<file path="src/shared/amf_pkg.sv">
// Purpose: shared constants of the audio mix, filter, gain and pdm block
// Assumes: 8-bit control registers, one clock, samples in two's complement
// Notes: offsets are control-port (two-wire) addresses; four-wire adds a base
// Notes on behaviour
// - set slot delay bit delays slot one bit
// - high-rate bit picks 4x, else 8x interpolation
// - dac mixer bits add four path sources
// - filter mode: 0 iir voice, 1 fir audio
// - adc highpass: iir code, or dc block
// - dac highpass: iir code, or dc block
// - one bit enables path two dc block
// - iir codes 0..5 valid, 6..7 reserved
// - pdm clock is clk/8, /6, /4; 11 reserved
// - left and right pdm data enables
// - pdm mixer bits add four path sources
// - sidetone source: none, left, right, both
// - sidetone level off at zero, 2db steps
// - stereo and voice dac mute bits
// - voice coarse gain only in voice mode
// - adc fine level +3 down to -12db
// - line input mute disconnects headphone route
// - line input gain +24 down to -6db
// - four-wire address adds base, ff excluded
// - tdm bit enables slot delays
// - wide sync lasts sixteen bits in tdm
package amf_pkg;
  localparam logic [9:0] AMF_SPI_BASE = 10'h200;
  localparam logic [7:0] AMF_NO_SPI   = 8'hff;
  localparam logic [7:0] AMF_RESET    = 8'h00;
  localparam int         AMF_NREG     = 16;
  // register order: p1 mode, p1 tdm, p2 mode, p2 mode b, p2 tdm, dac mix,
  // filters, pdm cfg, pdm mix, sidetone, stereo dac, voice dac, adc l/r, line l/r
  localparam logic [7:0] AMF_OFS [AMF_NREG] = '{
    8'h08, 8'h0a, 8'h0d, 8'h0e, 8'h0f, 8'h10, 8'h11, 8'h12,
    8'h13, 8'h15, 8'h16, 8'h17, 8'h18, 8'h19, 8'h1a, 8'h1b};
  localparam logic [7:0] AMF_MASK [AMF_NREG] = '{
    8'h06, 8'h0f, 8'h06, 8'h08, 8'h0f, 8'hff, 8'hff, 8'hf0,
    8'hff, 8'hdf, 8'h4f, 8'h7f, 8'h3f, 8'h3f, 8'h4f, 8'h4f};
  // which sample boundary moves a register into the active copy
  localparam logic [AMF_NREG-1:0] AMF_UPD_P1 = 16'hfbe3;
  localparam logic [AMF_NREG-1:0] AMF_UPD_P2 = 16'hc7bc;
  localparam int I_P1_MODE = 0;
  localparam int I_P1_TDM  = 1;
  localparam int I_P2_MODE = 2;
  localparam int I_P2_MODB = 3;
  localparam int I_P2_TDM  = 4;
  localparam int I_DAC_MIX = 5;
  localparam int I_FILT    = 6;
  localparam int I_PDM_CFG = 7;
  localparam int I_PDM_MIX = 8;
  localparam int I_SIDE    = 9;
  localparam int I_SDAC    = 10;
  localparam int I_VDAC    = 11;
  localparam int I_LADC    = 12;
  localparam int I_RADC    = 13;
  localparam int I_LLIN    = 14;
  localparam int I_RLIN    = 15;
  // field positions
  localparam int B_TDM     = 2;
  localparam int B_FSW     = 1;
  localparam int B_DHF     = 3;
  localparam int B_FMODE   = 7;
  localparam int B_DCB     = 3;
  localparam int B_PDM_L   = 5;
  localparam int B_PDM_R   = 4;
  localparam int B_MUTE    = 6;
  localparam logic [4:0] AMF_FS_WIDE   = 5'h10;
  localparam logic [4:0] AMF_FS_NARROW = 5'h01;
  localparam logic [2:0] AMF_IIR_LAST  = 3'h5;
  localparam logic [2:0] AMF_DCB_ON    = 3'h1;
  localparam logic [1:0] AMF_PDM_RSVD  = 2'h3;
  localparam logic [3:0] AMF_DIV [3]   = '{4'h8, 4'h6, 4'h4};
endpackage : amf_pkg

</file>
<file path="src/verilog/amf_core.sv">
// Purpose: mixers, filter selection, gain decode and pdm output of the codec
// Assumes: register port strobes one cycle; sample ticks one cycle
// Notes: gains leave as signed db figures for the analog and filter stages
`timescale 1ns/10ps
`default_nettype none
module amf_core #(
  parameter int SAMPLE_W = 16
) (
  input  wire logic                       i_ref_clk,
  input  wire logic                       i_rst,
  input  wire logic                       i_reg_wr,
  input  wire logic                       i_reg_rd,
  input  wire logic                       i_reg_spi,
  input  wire logic [9:0]                 i_reg_addr,
  input  wire logic [7:0]                 i_reg_wdata,
  output logic      [7:0]                 o_reg_rdata,
  output logic                            o_reg_ack,
  input  wire logic                       i_p1_tick,
  input  wire logic                       i_p2_tick,
  input  wire logic signed [SAMPLE_W-1:0] i_p1_left,
  input  wire logic signed [SAMPLE_W-1:0] i_p1_right,
  input  wire logic signed [SAMPLE_W-1:0] i_p2_left,
  input  wire logic signed [SAMPLE_W-1:0] i_p2_right,
  input  wire logic signed [SAMPLE_W-1:0] i_adc_left,
  input  wire logic signed [SAMPLE_W-1:0] i_adc_right,
  output logic signed [SAMPLE_W-1:0]      o_dac_left,
  output logic signed [SAMPLE_W-1:0]      o_dac_right,
  output logic                            o_dac_valid,
  output logic signed [SAMPLE_W-1:0]      o_sidetone,
  output logic                            o_pdm_clk,
  output logic      [1:0]                 o_pdm_data_out,
  output logic      [3:0]                 o_p1_slot_delay,
  output logic      [3:0]                 o_p2_slot_delay,
  output logic      [4:0]                 o_p1_fs_width,
  output logic      [4:0]                 o_p2_fs_width,
  output logic                            o_interp_4x,
  output logic                            o_fir_mode,
  output logic      [2:0]                 o_adc_iir_code,
  output logic      [2:0]                 o_dac_iir_code,
  output logic                            o_adc_dc_block,
  output logic                            o_dac_dc_block,
  output logic                            o_p2_dc_block,
  output logic                            o_sidetone_on,
  output logic signed [7:0]               o_sidetone_db_diff,
  output logic signed [7:0]               o_sidetone_db_se,
  output logic                            o_stereo_dac_mute,
  output logic                            o_voice_dac_mute,
  output logic signed [7:0]               o_voice_coarse_db,
  output logic signed [7:0]               o_voice_atten_db,
  output logic signed [7:0]               o_stereo_atten_db,
  output logic signed [7:0]               o_adc_left_db,
  output logic signed [7:0]               o_adc_right_db,
  output logic      [1:0]                 o_line_in_route,
  output logic signed [7:0]               o_line_in_left_db,
  output logic signed [7:0]               o_line_in_right_db
);
  import amf_pkg::*;

  if (SAMPLE_W < 8 || SAMPLE_W > 24) begin : g_chk
    $error("amf_core: SAMPLE_W must be 8 to 24");
  end

  localparam int SW = SAMPLE_W + 3;
  localparam logic signed [SW-1:0] MAXV = SW'((1 <<< (SAMPLE_W - 1)) - 1);
  localparam logic signed [SW-1:0] MINV = -MAXV - SW'(1);

  // ----------------------------------------------------------------
  // register port
  // ----------------------------------------------------------------
  logic [7:0]          cfg [AMF_NREG];
  logic [7:0]          act [AMF_NREG];
  logic [AMF_NREG-1:0] hit;
  logic [7:0]          next_rdata;
  wire  logic [9:0]    loc_addr;
  wire  logic          in_space;

  assign loc_addr = 10'(i_reg_addr - (i_reg_spi ? AMF_SPI_BASE : 10'h000));
  // the highest two-wire address has no four-wire alias
  assign in_space = (loc_addr[9:8] == 2'b00)
                 && !(i_reg_spi && loc_addr[7:0] == AMF_NO_SPI);

  for (genvar k = 0; k < AMF_NREG; k++) begin : g_reg
    assign hit[k] = in_space && (loc_addr[7:0] == AMF_OFS[k]);
    always_ff @(posedge i_ref_clk) begin
      if (i_rst) begin
        cfg[k] <= AMF_RESET;
      end else if (i_reg_wr && hit[k]) begin
        cfg[k] <= i_reg_wdata & AMF_MASK[k];
      end
    end
    // active copy moves only on the owning path's sample boundary, so a
    // half-written setting never splits a sample
    always_ff @(posedge i_ref_clk) begin
      if (i_rst) begin
        act[k] <= AMF_RESET;
      end else if ((i_p1_tick && AMF_UPD_P1[k]) || (i_p2_tick && AMF_UPD_P2[k])) begin
        act[k] <= cfg[k];
      end
    end
  end

  always_comb begin
    next_rdata = 8'h00;
    for (int k = 0; k < AMF_NREG; k++) begin
      if (hit[k]) begin
        next_rdata = cfg[k];
      end
    end
  end

  always_ff @(posedge i_ref_clk) begin
    if (i_rst) begin
      o_reg_rdata <= 8'h00;
      o_reg_ack   <= 1'b0;
    end else begin
      o_reg_rdata <= i_reg_rd ? next_rdata : 8'h00;
      o_reg_ack   <= i_reg_rd || i_reg_wr;
    end
  end

  // ----------------------------------------------------------------
  // active fields
  // ----------------------------------------------------------------
  wire logic       tdm1, tdm2, fsw1, fsw2, fmode;
  wire logic [2:0] adc_hp, dac_hp;
  wire logic [1:0] side_src;
  wire logic [4:0] side_lvl;
  wire logic       smute, vmute;

  assign tdm1     = act[I_P1_MODE][B_TDM];
  assign tdm2     = act[I_P2_MODE][B_TDM];
  assign fsw1     = act[I_P1_MODE][B_FSW];
  assign fsw2     = act[I_P2_MODE][B_FSW];
  assign fmode    = act[I_FILT][B_FMODE];
  assign adc_hp   = act[I_FILT][6:4];
  assign dac_hp   = act[I_FILT][2:0];
  assign side_src = act[I_SIDE][7:6];
  assign side_lvl = act[I_SIDE][4:0];
  assign smute    = act[I_SDAC][B_MUTE];
  assign vmute    = act[I_VDAC][B_MUTE];

  // ----------------------------------------------------------------
  // mixers
  // ----------------------------------------------------------------
  logic signed [SAMPLE_W-1:0] s1l, s1r, s2l, s2r;

  always_ff @(posedge i_ref_clk) begin
    if (i_rst) begin
      s1l <= '0;
      s1r <= '0;
    end else if (i_p1_tick) begin
      s1l <= i_p1_left;
      s1r <= i_p1_right;
    end
  end

  always_ff @(posedge i_ref_clk) begin
    if (i_rst) begin
      s2l <= '0;
      s2r <= '0;
    end else if (i_p2_tick) begin
      s2l <= i_p2_left;
      s2r <= i_p2_right;
    end
  end

  // clamp instead of wrap: a wrapped sum is a full-scale click
  function automatic logic signed [SAMPLE_W-1:0] sat(input logic signed [SW-1:0] v);
    if (v > MAXV) begin
      sat = MAXV[SAMPLE_W-1:0];
    end else if (v < MINV) begin
      sat = MINV[SAMPLE_W-1:0];
    end else begin
      sat = v[SAMPLE_W-1:0];
    end
  endfunction : sat

  // bit 3 p1 left, bit 2 p1 right, bit 1 p2 left, bit 0 p2 right; samples are
  // arguments so a continuous assignment re-evaluates whenever one of them moves
  function automatic logic signed [SW-1:0] mix4(input logic        [3:0]          sel,
                                                input logic                       m1,
                                                input logic                       m2,
                                                input logic signed [SAMPLE_W-1:0] a,
                                                input logic signed [SAMPLE_W-1:0] b,
                                                input logic signed [SAMPLE_W-1:0] c,
                                                input logic signed [SAMPLE_W-1:0] d);
    mix4 = '0;
    if (sel[3] && !m1) mix4 = mix4 + SW'(a);
    if (sel[2] && !m1) mix4 = mix4 + SW'(b);
    if (sel[1] && !m2) mix4 = mix4 + SW'(c);
    if (sel[0] && !m2) mix4 = mix4 + SW'(d);
  endfunction : mix4

  wire logic signed [SW-1:0]       side_sum, dac_l_sum, dac_r_sum;
  wire logic signed [SAMPLE_W-1:0] side_smp, next_dac_l, next_dac_r;

  assign side_sum = (side_src[1] ? SW'(i_adc_right) : SW'(0))
                  + (side_src[0] ? SW'(i_adc_left) : SW'(0));
  // level zero switches sidetone off altogether
  assign side_smp = (side_lvl == 5'h00) ? '0 : sat(side_sum);
  // voice dac mute gates path one, stereo dac mute gates path two
  assign dac_l_sum = mix4(act[I_DAC_MIX][7:4], vmute, smute, s1l, s1r, s2l, s2r)
                   + SW'(side_smp);
  assign dac_r_sum = mix4(act[I_DAC_MIX][3:0], vmute, smute, s1l, s1r, s2l, s2r)
                   + SW'(side_smp);
  assign next_dac_l = sat(dac_l_sum);
  assign next_dac_r = sat(dac_r_sum);

  always_ff @(posedge i_ref_clk) begin
    if (i_rst) begin
      o_dac_left  <= '0;
      o_dac_right <= '0;
      o_dac_valid <= 1'b0;
      o_sidetone  <= '0;
    end else begin
      o_dac_left  <= next_dac_l;
      o_dac_right <= next_dac_r;
      o_dac_valid <= i_p1_tick || i_p2_tick;
      o_sidetone  <= side_smp;
    end
  end

  // ----------------------------------------------------------------
  // pdm output
  // ----------------------------------------------------------------
  wire  logic [1:0]                pdm_rate;
  wire  logic [3:0]                pdm_div;
  wire  logic                      pdm_flip;
  wire  logic                      pdm_rise;
  wire  logic signed [SAMPLE_W-1:0] pdm_l, pdm_r;
  logic [3:0]                      pdm_cnt;
  logic [SAMPLE_W-1:0]             acc_l, acc_r;
  wire  logic [SAMPLE_W:0]         nxt_l, nxt_r;

  assign pdm_rate = act[I_PDM_CFG][7:6];
  assign pdm_div  = (pdm_rate == AMF_PDM_RSVD) ? 4'h0 : AMF_DIV[pdm_rate];
  assign pdm_flip = (pdm_div != 4'h0) && (pdm_cnt == 4'((pdm_div >> 1) - 4'h1));
  assign pdm_rise = pdm_flip && !o_pdm_clk;
  assign pdm_l    = sat(mix4(act[I_PDM_MIX][7:4], 1'b0, 1'b0, s1l, s1r, s2l, s2r));
  assign pdm_r    = sat(mix4(act[I_PDM_MIX][3:0], 1'b0, 1'b0, s1l, s1r, s2l, s2r));
  // first-order modulator: carry out of the offset-binary accumulator
  assign nxt_l = {1'b0, acc_l} + {1'b0, ~pdm_l[SAMPLE_W-1], pdm_l[SAMPLE_W-2:0]};
  assign nxt_r = {1'b0, acc_r} + {1'b0, ~pdm_r[SAMPLE_W-1], pdm_r[SAMPLE_W-2:0]};

  always_ff @(posedge i_ref_clk) begin
    if (i_rst || pdm_div == 4'h0) begin
      pdm_cnt   <= 4'h0;
      o_pdm_clk <= 1'b0;
    end else if (pdm_flip) begin
      pdm_cnt   <= 4'h0;
      o_pdm_clk <= !o_pdm_clk;
    end else begin
      pdm_cnt   <= 4'(pdm_cnt + 4'h1);
    end
  end

  always_ff @(posedge i_ref_clk) begin
    if (i_rst) begin
      acc_l          <= '0;
      acc_r          <= '0;
      o_pdm_data_out <= 2'b00;
    end else if (pdm_rise) begin
      acc_l             <= nxt_l[SAMPLE_W-1:0];
      acc_r             <= nxt_r[SAMPLE_W-1:0];
      o_pdm_data_out[1] <= act[I_PDM_CFG][B_PDM_L] && nxt_l[SAMPLE_W];
      o_pdm_data_out[0] <= act[I_PDM_CFG][B_PDM_R] && nxt_r[SAMPLE_W];
    end else begin
      o_pdm_data_out[1] <= o_pdm_data_out[1] && act[I_PDM_CFG][B_PDM_L];
      o_pdm_data_out[0] <= o_pdm_data_out[0] && act[I_PDM_CFG][B_PDM_R];
    end
  end

  // ----------------------------------------------------------------
  // framing, filter selection and gain decode
  // ----------------------------------------------------------------
  wire logic signed [7:0] ladc_db, radc_db;

  assign ladc_db = 8'(8'sd6 * $signed({6'h00, act[I_LADC][5:4]})) + 8'sd3
                 - $signed({4'h0, act[I_LADC][3:0]});
  assign radc_db = 8'(8'sd6 * $signed({6'h00, act[I_RADC][5:4]})) + 8'sd3
                 - $signed({4'h0, act[I_RADC][3:0]});

  always_ff @(posedge i_ref_clk) begin
    if (i_rst) begin
      o_p1_slot_delay <= 4'h0;
      o_p2_slot_delay <= 4'h0;
      o_p1_fs_width   <= AMF_FS_NARROW;
      o_p2_fs_width   <= AMF_FS_NARROW;
      o_interp_4x     <= 1'b0;
    end else begin
      // slot n is bit n-1; delays exist only with tdm framing on
      o_p1_slot_delay <= tdm1 ? act[I_P1_TDM][3:0] : 4'h0;
      o_p2_slot_delay <= tdm2 ? act[I_P2_TDM][3:0] : 4'h0;
      o_p1_fs_width   <= (tdm1 && fsw1) ? AMF_FS_WIDE : AMF_FS_NARROW;
      o_p2_fs_width   <= (tdm2 && fsw2) ? AMF_FS_WIDE : AMF_FS_NARROW;
      o_interp_4x     <= act[I_P2_MODB][B_DHF];
    end
  end

  always_ff @(posedge i_ref_clk) begin
    if (i_rst) begin
      o_fir_mode     <= 1'b0;
      o_adc_iir_code <= 3'h0;
      o_dac_iir_code <= 3'h0;
      o_adc_dc_block <= 1'b0;
      o_dac_dc_block <= 1'b0;
      o_p2_dc_block  <= 1'b0;
    end else begin
      o_fir_mode     <= fmode;
      // reserved iir codes are treated as no highpass
      o_adc_iir_code <= (!fmode && adc_hp <= AMF_IIR_LAST) ? adc_hp : 3'h0;
      o_dac_iir_code <= (!fmode && dac_hp <= AMF_IIR_LAST) ? dac_hp : 3'h0;
      o_adc_dc_block <= fmode && adc_hp == AMF_DCB_ON;
      o_dac_dc_block <= fmode && dac_hp == AMF_DCB_ON;
      o_p2_dc_block  <= act[I_FILT][B_DCB];
    end
  end

  always_ff @(posedge i_ref_clk) begin
    if (i_rst) begin
      o_sidetone_on      <= 1'b0;
      o_sidetone_db_diff <= 8'sh00;
      o_sidetone_db_se   <= 8'sh00;
      o_stereo_dac_mute  <= 1'b0;
      o_voice_dac_mute   <= 1'b0;
      o_voice_coarse_db  <= 8'sh00;
      o_voice_atten_db   <= 8'sh00;
      o_stereo_atten_db  <= 8'sh00;
    end else begin
      o_sidetone_on      <= side_lvl != 5'h00 && side_src != 2'b00;
      o_sidetone_db_diff <= (side_lvl == 5'h00) ? 8'sh00
                          : 8'(8'sd2 - 8'sd2 * $signed({3'h0, side_lvl}));
      o_sidetone_db_se   <= (side_lvl == 5'h00) ? 8'sh00
                          : 8'(-8'sd3 - 8'sd2 * $signed({3'h0, side_lvl}));
      o_stereo_dac_mute  <= smute;
      o_voice_dac_mute   <= vmute;
      o_voice_coarse_db  <= fmode ? 8'sh00
                          : 8'(8'sd6 * $signed({6'h00, act[I_VDAC][5:4]}));
      o_voice_atten_db   <= -$signed({4'h0, act[I_VDAC][3:0]});
      o_stereo_atten_db  <= -$signed({4'h0, act[I_SDAC][3:0]});
    end
  end

  always_ff @(posedge i_ref_clk) begin
    if (i_rst) begin
      o_adc_left_db      <= 8'sh00;
      o_adc_right_db     <= 8'sh00;
      o_line_in_route    <= 2'b00;
      o_line_in_left_db  <= 8'sh00;
      o_line_in_right_db <= 8'sh00;
    end else begin
      o_adc_left_db      <= ladc_db;
      o_adc_right_db     <= radc_db;
      o_line_in_route    <= {!act[I_LLIN][B_MUTE], !act[I_RLIN][B_MUTE]};
      o_line_in_left_db  <= 8'(8'sd24 - 8'sd2 * $signed({4'h0, act[I_LLIN][3:0]}));
      o_line_in_right_db <= 8'(8'sd24 - 8'sd2 * $signed({4'h0, act[I_RLIN][3:0]}));
    end
  end

  // ----------------------------------------------------------------
  // assertions
  // ----------------------------------------------------------------
  AST_ACK: assert property (@(posedge i_ref_clk) disable iff (i_rst)
    (i_reg_rd || i_reg_wr) |=> o_reg_ack)
    else $error("register access not answered");
  AST_SPI_FF: assert property (@(posedge i_ref_clk) disable iff (i_rst)
    (i_reg_rd && i_reg_spi && i_reg_addr == 10'h2ff) |=> o_reg_rdata == 8'h00)
    else $error("register ff answered over four-wire port");
  AST_SLOT_TDM: assert property (@(posedge i_ref_clk) disable iff (i_rst)
    !tdm1 |=> o_p1_slot_delay == 4'h0)
    else $error("slot delay outside tdm framing");
  AST_FS_WIDE: assert property (@(posedge i_ref_clk) disable iff (i_rst)
    (tdm2 && fsw2) |=> o_p2_fs_width == 5'h10)
    else $error("wide frame sync not sixteen bits");
  AST_INTERP: assert property (@(posedge i_ref_clk) disable iff (i_rst)
    $rose(o_interp_4x) |-> $past(i_p2_tick, 2))
    else $error("interpolation changed off a sample boundary");
  AST_PDM_RSVD: assert property (@(posedge i_ref_clk) disable iff (i_rst)
    (pdm_rate == AMF_PDM_RSVD) [*2] |-> !o_pdm_clk)
    else $error("pdm clock runs at reserved rate");
  AST_PDM_OFF: assert property (@(posedge i_ref_clk) disable iff (i_rst)
    !act[I_PDM_CFG][B_PDM_L] |=> !o_pdm_data_out[1])
    else $error("left pdm data while disabled");
  AST_DAC_ZERO: assert property (@(posedge i_ref_clk) disable iff (i_rst)
    (act[I_DAC_MIX] == 8'h00 && side_lvl == 5'h00) |=> o_dac_left == '0)
    else $error("dac output with no source selected");
  AST_VGAIN: assert property (@(posedge i_ref_clk) disable iff (i_rst)
    fmode |=> o_voice_coarse_db == 8'sh00)
    else $error("voice dac gain in audio mode");
endmodule : amf_core
`default_nettype wire
</file>
<file path="config.mk">
export PLATFORM = sky130hd
export DESIGN_NAME = amf_core
export DESIGN_NICKNAME = d
export VERILOG_FILES = /design/src/shared/amf_pkg.sv /design/src/verilog/amf_core.sv
export SDC_FILE = /design/constraint.sdc
export NUM_CORES = 1
export LEC_CHECK = 0
export BUFFER_PORTS_ARGS = -buffer_cell sky130_fd_sc_hd__buf_2
export CORE_ASPECT_RATIO = 1.5
export CORE_MARGIN = 1.5
export CORE_UTILIZATION = 35
export CTS_CLUSTER_SIZE = 14
export DETAILED_ROUTE_END_ITERATION = 10
export GPL_TIMING_DRIVEN = 0
export PLACE_DENSITY_LB_ADDON = 0.2
export SLEW_MARGIN = 40
export SYNTH_ARGS = -nofsm -noshare
export SYNTH_HDL_FRONTEND = slang
export SYNTH_SLANG_ARGS = --single-unit
</file>
<file path="constraint.sdc">
create_clock -name i_ref_clk -period 12.6 [get_ports i_ref_clk]
set_clock_uncertainty 0.05 [all_clocks]
set_input_delay 2.52 -clock i_ref_clk [delete_from_list [all_inputs] [get_ports i_ref_clk]]
set_output_delay 2.52 -clock i_ref_clk [all_outputs]
set_load 0.05 [all_outputs]
</file>
==> impl_metrics.json <==
{
  "clock_path_buffers": 3,
  "cts_tree": "built",
  "finalNetCount": 4440,
  "ys_seq_elements": 408,
  "cts_buffers": 43,
  "routed_wl_um": 114000,
  "peakVddDrop_v": 0.000200,
  "gr-total-overflow": 0,
  "coreArea_um2": 90200,
  "clock-root-buffer": "clkbuf_16",
  "cellPowerDensity_nw_per_um2": 130,
  "dieArea_um2": 92800,
  "final_cell_mix": "nor2_1, nand2_1, ha_1, buf_2, a21oi_1",
  "cts_setup_buffers": 0,
  "via_count": 27900,
  "grt_pass1_vias": 27500,
  "slowest_stage": "edfxtp_1",
  "drtIter0Drc": 1843,
  "max_slew_margin": 0.455,
  "setup_tns_ns": 0,
  "slew_viol_final": 0,
  "grt.busiest_layer": "met2",
  "ys.flop_type": "dfxtp_1",
  "p_leak_nw": 16.7,
  "syn_area_per_cell_um2": 8.72,
  "grtUsageMet1": 0.275,
  "wl_per_cell_um": 22.0,
  "fmax_mhz": 93.2,
  "yosysWarnings": 0,
  "drc": 0,
  "grt_max_degree": 34,
  "drt_pass1_iterations": 6,
  "hold_violations": 0,
  "io_buffer_count": 270,
  "vias_per_cell": 5.39,
  "cts_resized": 0,
  "path_max_fanout": 10,
  "fp.dieH_um": 372,
  "grtUsageTotal": 0.240,
  "max_cap_violations": 0,
  "cts-htree-levels": 2,
  "fin_crit_ns": 10.73,
  "setup_viol": 0,
  "worstMarginPinSlew_ns": 0.817,
  "post-route-period-util": 0.852,
  "dpl.hpwl_um": 93900,
  "crit_type": "reg -> reg",
  "gr-usage-met2": 0.435,
  "cpPeakStageDelay_ns": 0.60,
  "ys_seq_area_frac": 0.308,
  "cts_sinks": 408,
  "postRouteAntennaNets": 0,
  "synth_cell_type_count": 117,
  "placementRows": 135,
  "synth_area_um2": 31800,
  "rsz0062_at_grt": "no",
  "syn_inst": 3653,
  "grt_util_met3": 0.0249,
  "required_ns": 13.05,
  "cp_common_cell": "a21oi_1",
  "finish.utilization": 0.402,
  "dieWidth_um": 249,
  "gp_congestion": 0.983,
  "final_common_cell": "nor2_1",
  "endpoint_kind": "register",
  "initial_core_util": 0.353,
  "postSynth.asyncResetShare": 0,
  "clkSlewWorstSetupHoldPaths_ns": 0.06,
  "status": "finished clean",
  "grt_pass1_wl_um": 168000,
  "area_delta_synth_final_pct": 13.9,
  "clk_latency_ns": 0.64,
  "arrival_ns": 11.18,
  "synth-edff-count": 164,
  "ioPinCount": 288,
  "crit_path_start_kind": "register",
  "drive_gt1_frac": 0.140,
  "cts-hold-fix-buffers": 0,
  "antenna_found_initial": 2,
  "hold_path.class": "reg -> reg"
}
synthesized netlist by cell type (13+ instances only):
master    instances  area (um2)
nand2_1         319        1200
nor2_1          353        1330
dfxtp_1         244        4880
buf_4            28         210
o21a_1           60         450
buf_1            13        48.8
o31ai_1          20         150
nor2b_1          99         619
a211oi_1         31         233
xnor2_1         146        1280
a21boi_0         15         113
or2_2            13        81.3
mux2i_1          82         821
nand4_1          18         113
a21o_1          101         758
nor3_1           51         255
mux2_2           69         777
nand3_1          53         265
a21oi_1         250        1250
or3_1            15        93.8
buf_2            13        65.1
o22ai_1          13        81.3
nand2b_1         42         263
and2_1          152         951
nor3b_1          17         128
o21ai_0         208        1040
edfxtp_1        164        4920
clkbuf_1         88         330
o21bai_1         33         248
ha_1            319        3990
a31oi_1          24         150
inv_1           166         623
o21ai_1          15        75.1
a22oi_1          25         188
xor2_1           91         797
o211ai_1         16         120
fa_1             19         380
and3_1           48         300
where the power goes:
part           internal, W  leakage (nW)  switching (W)
Combinational     0.000599          12.3        0.00110
Sequential         0.00152          3.70       0.000136
Clock             0.000774         0.758       0.000599
state kept, by name (all words and copies together), names as in the netlist, 8 cells and up:
name	flops
o_sidetone	16
o_dac_right	16
acc_r	16
act	82
cfg	82
o_reg_rdata	8
s1r	16
s2r	16
s2l	16
acc_l	16
o_dac_left	16
s1l	16
metal layers:
metal  wire length, um  up-vias
met5                10        -
met4              7030        2
met3              4760      238
met2             56400      808
met1             45900    13200
li1                  -    13700
metrics by stage:
step / power (W) / std cells / worst slack, ns / hold slack (ns) / area, um2
after floorplan: 0.00289 / 3665 / 3.71 / 0.329 / 31900
after global placement: 0.00336 / 5099 / 1.95 / 0.342 / 34700
after detailed placement: 0.00337 / 5100 / 1.95 / 0.346 / 34700
after CTS: 0.00476 / 5179 / 1.90 / 0.344 / 36300
after global routing: 0.00496 / 5179 / 1.06 / 0.366 / 36300
final: 0.00473 / 5180 / 1.87 / 0.347 / 36300
final timing paths:
| check | start | to | slack [ns] | depth (start not counted) |
|---|---|---|---|---|
| setup reg to reg | act[8][7]$_SDFFCE_PN0P_ | acc_l[15]$_SDFFE_PP0P_ | 1.87 | 44 |
| setup / recovery | act[8][7]$_SDFFCE_PN0P_ | acc_l[15]$_SDFFE_PP0P_ | 1.87 | 44 |
| hold reg to reg | act[12][0]$_SDFFCE_PN0P_ | o_adc_left_db[0]$_SDFF_PP0_ | 0.35 | 1 |
| hold / removal | act[12][0]$_SDFFCE_PN0P_ | o_adc_left_db[0]$_SDFF_PP0_ | 0.35 | 1 |
layout make-up:
| type | count | area [um2] |
|---|---|---|
| Antenna cell | 1 | 2.50 |
| Buffer | 150 | 772 |
| Clock buffer | 62 | 1340 |
| Clock inverter | 17 | 179 |
| Fill cell | 9337 | 53900 |
| Inverter | 168 | 636 |
| Multi-Input combinational cell | 2939 | 20700 |
| Sequential cell | 408 | 9810 |
| Tap cell | 1164 | 1460 |
| Timing Repair Buffer | 271 | 1380 |
cells by family after synthesis:
kind of cell / count (synthesis) / share of synthesized area
buffers and inverters: 318 / 0.0437
DFF: 408 / 0.308
xor gates and xnor gates: 240 / 0.0675
and+or+nand+nor: 1226 / 0.188
other: 1 / 0.000118
AOI/OAI and AO/OA: 965 / 0.203
adders and majority gates: 342 / 0.139
muxes: 153 / 0.0516
critical path: cells and delay by family, from the launching register on:
family / cells / cell delay, ns
XOR/XNOR: 3 / 0.48
multiplexers: 1 / 0.30
flip-flops: 1 / 0.60
buffers and inverters: 3 / 0.90
AND/OR/NAND/NOR: 9 / 1.66
adder cells (fa/ha/maj): 4 / 1.41
AO/OA/AOI/OAI: 24 / 5.19
Power figures use the tool's default switching activity.
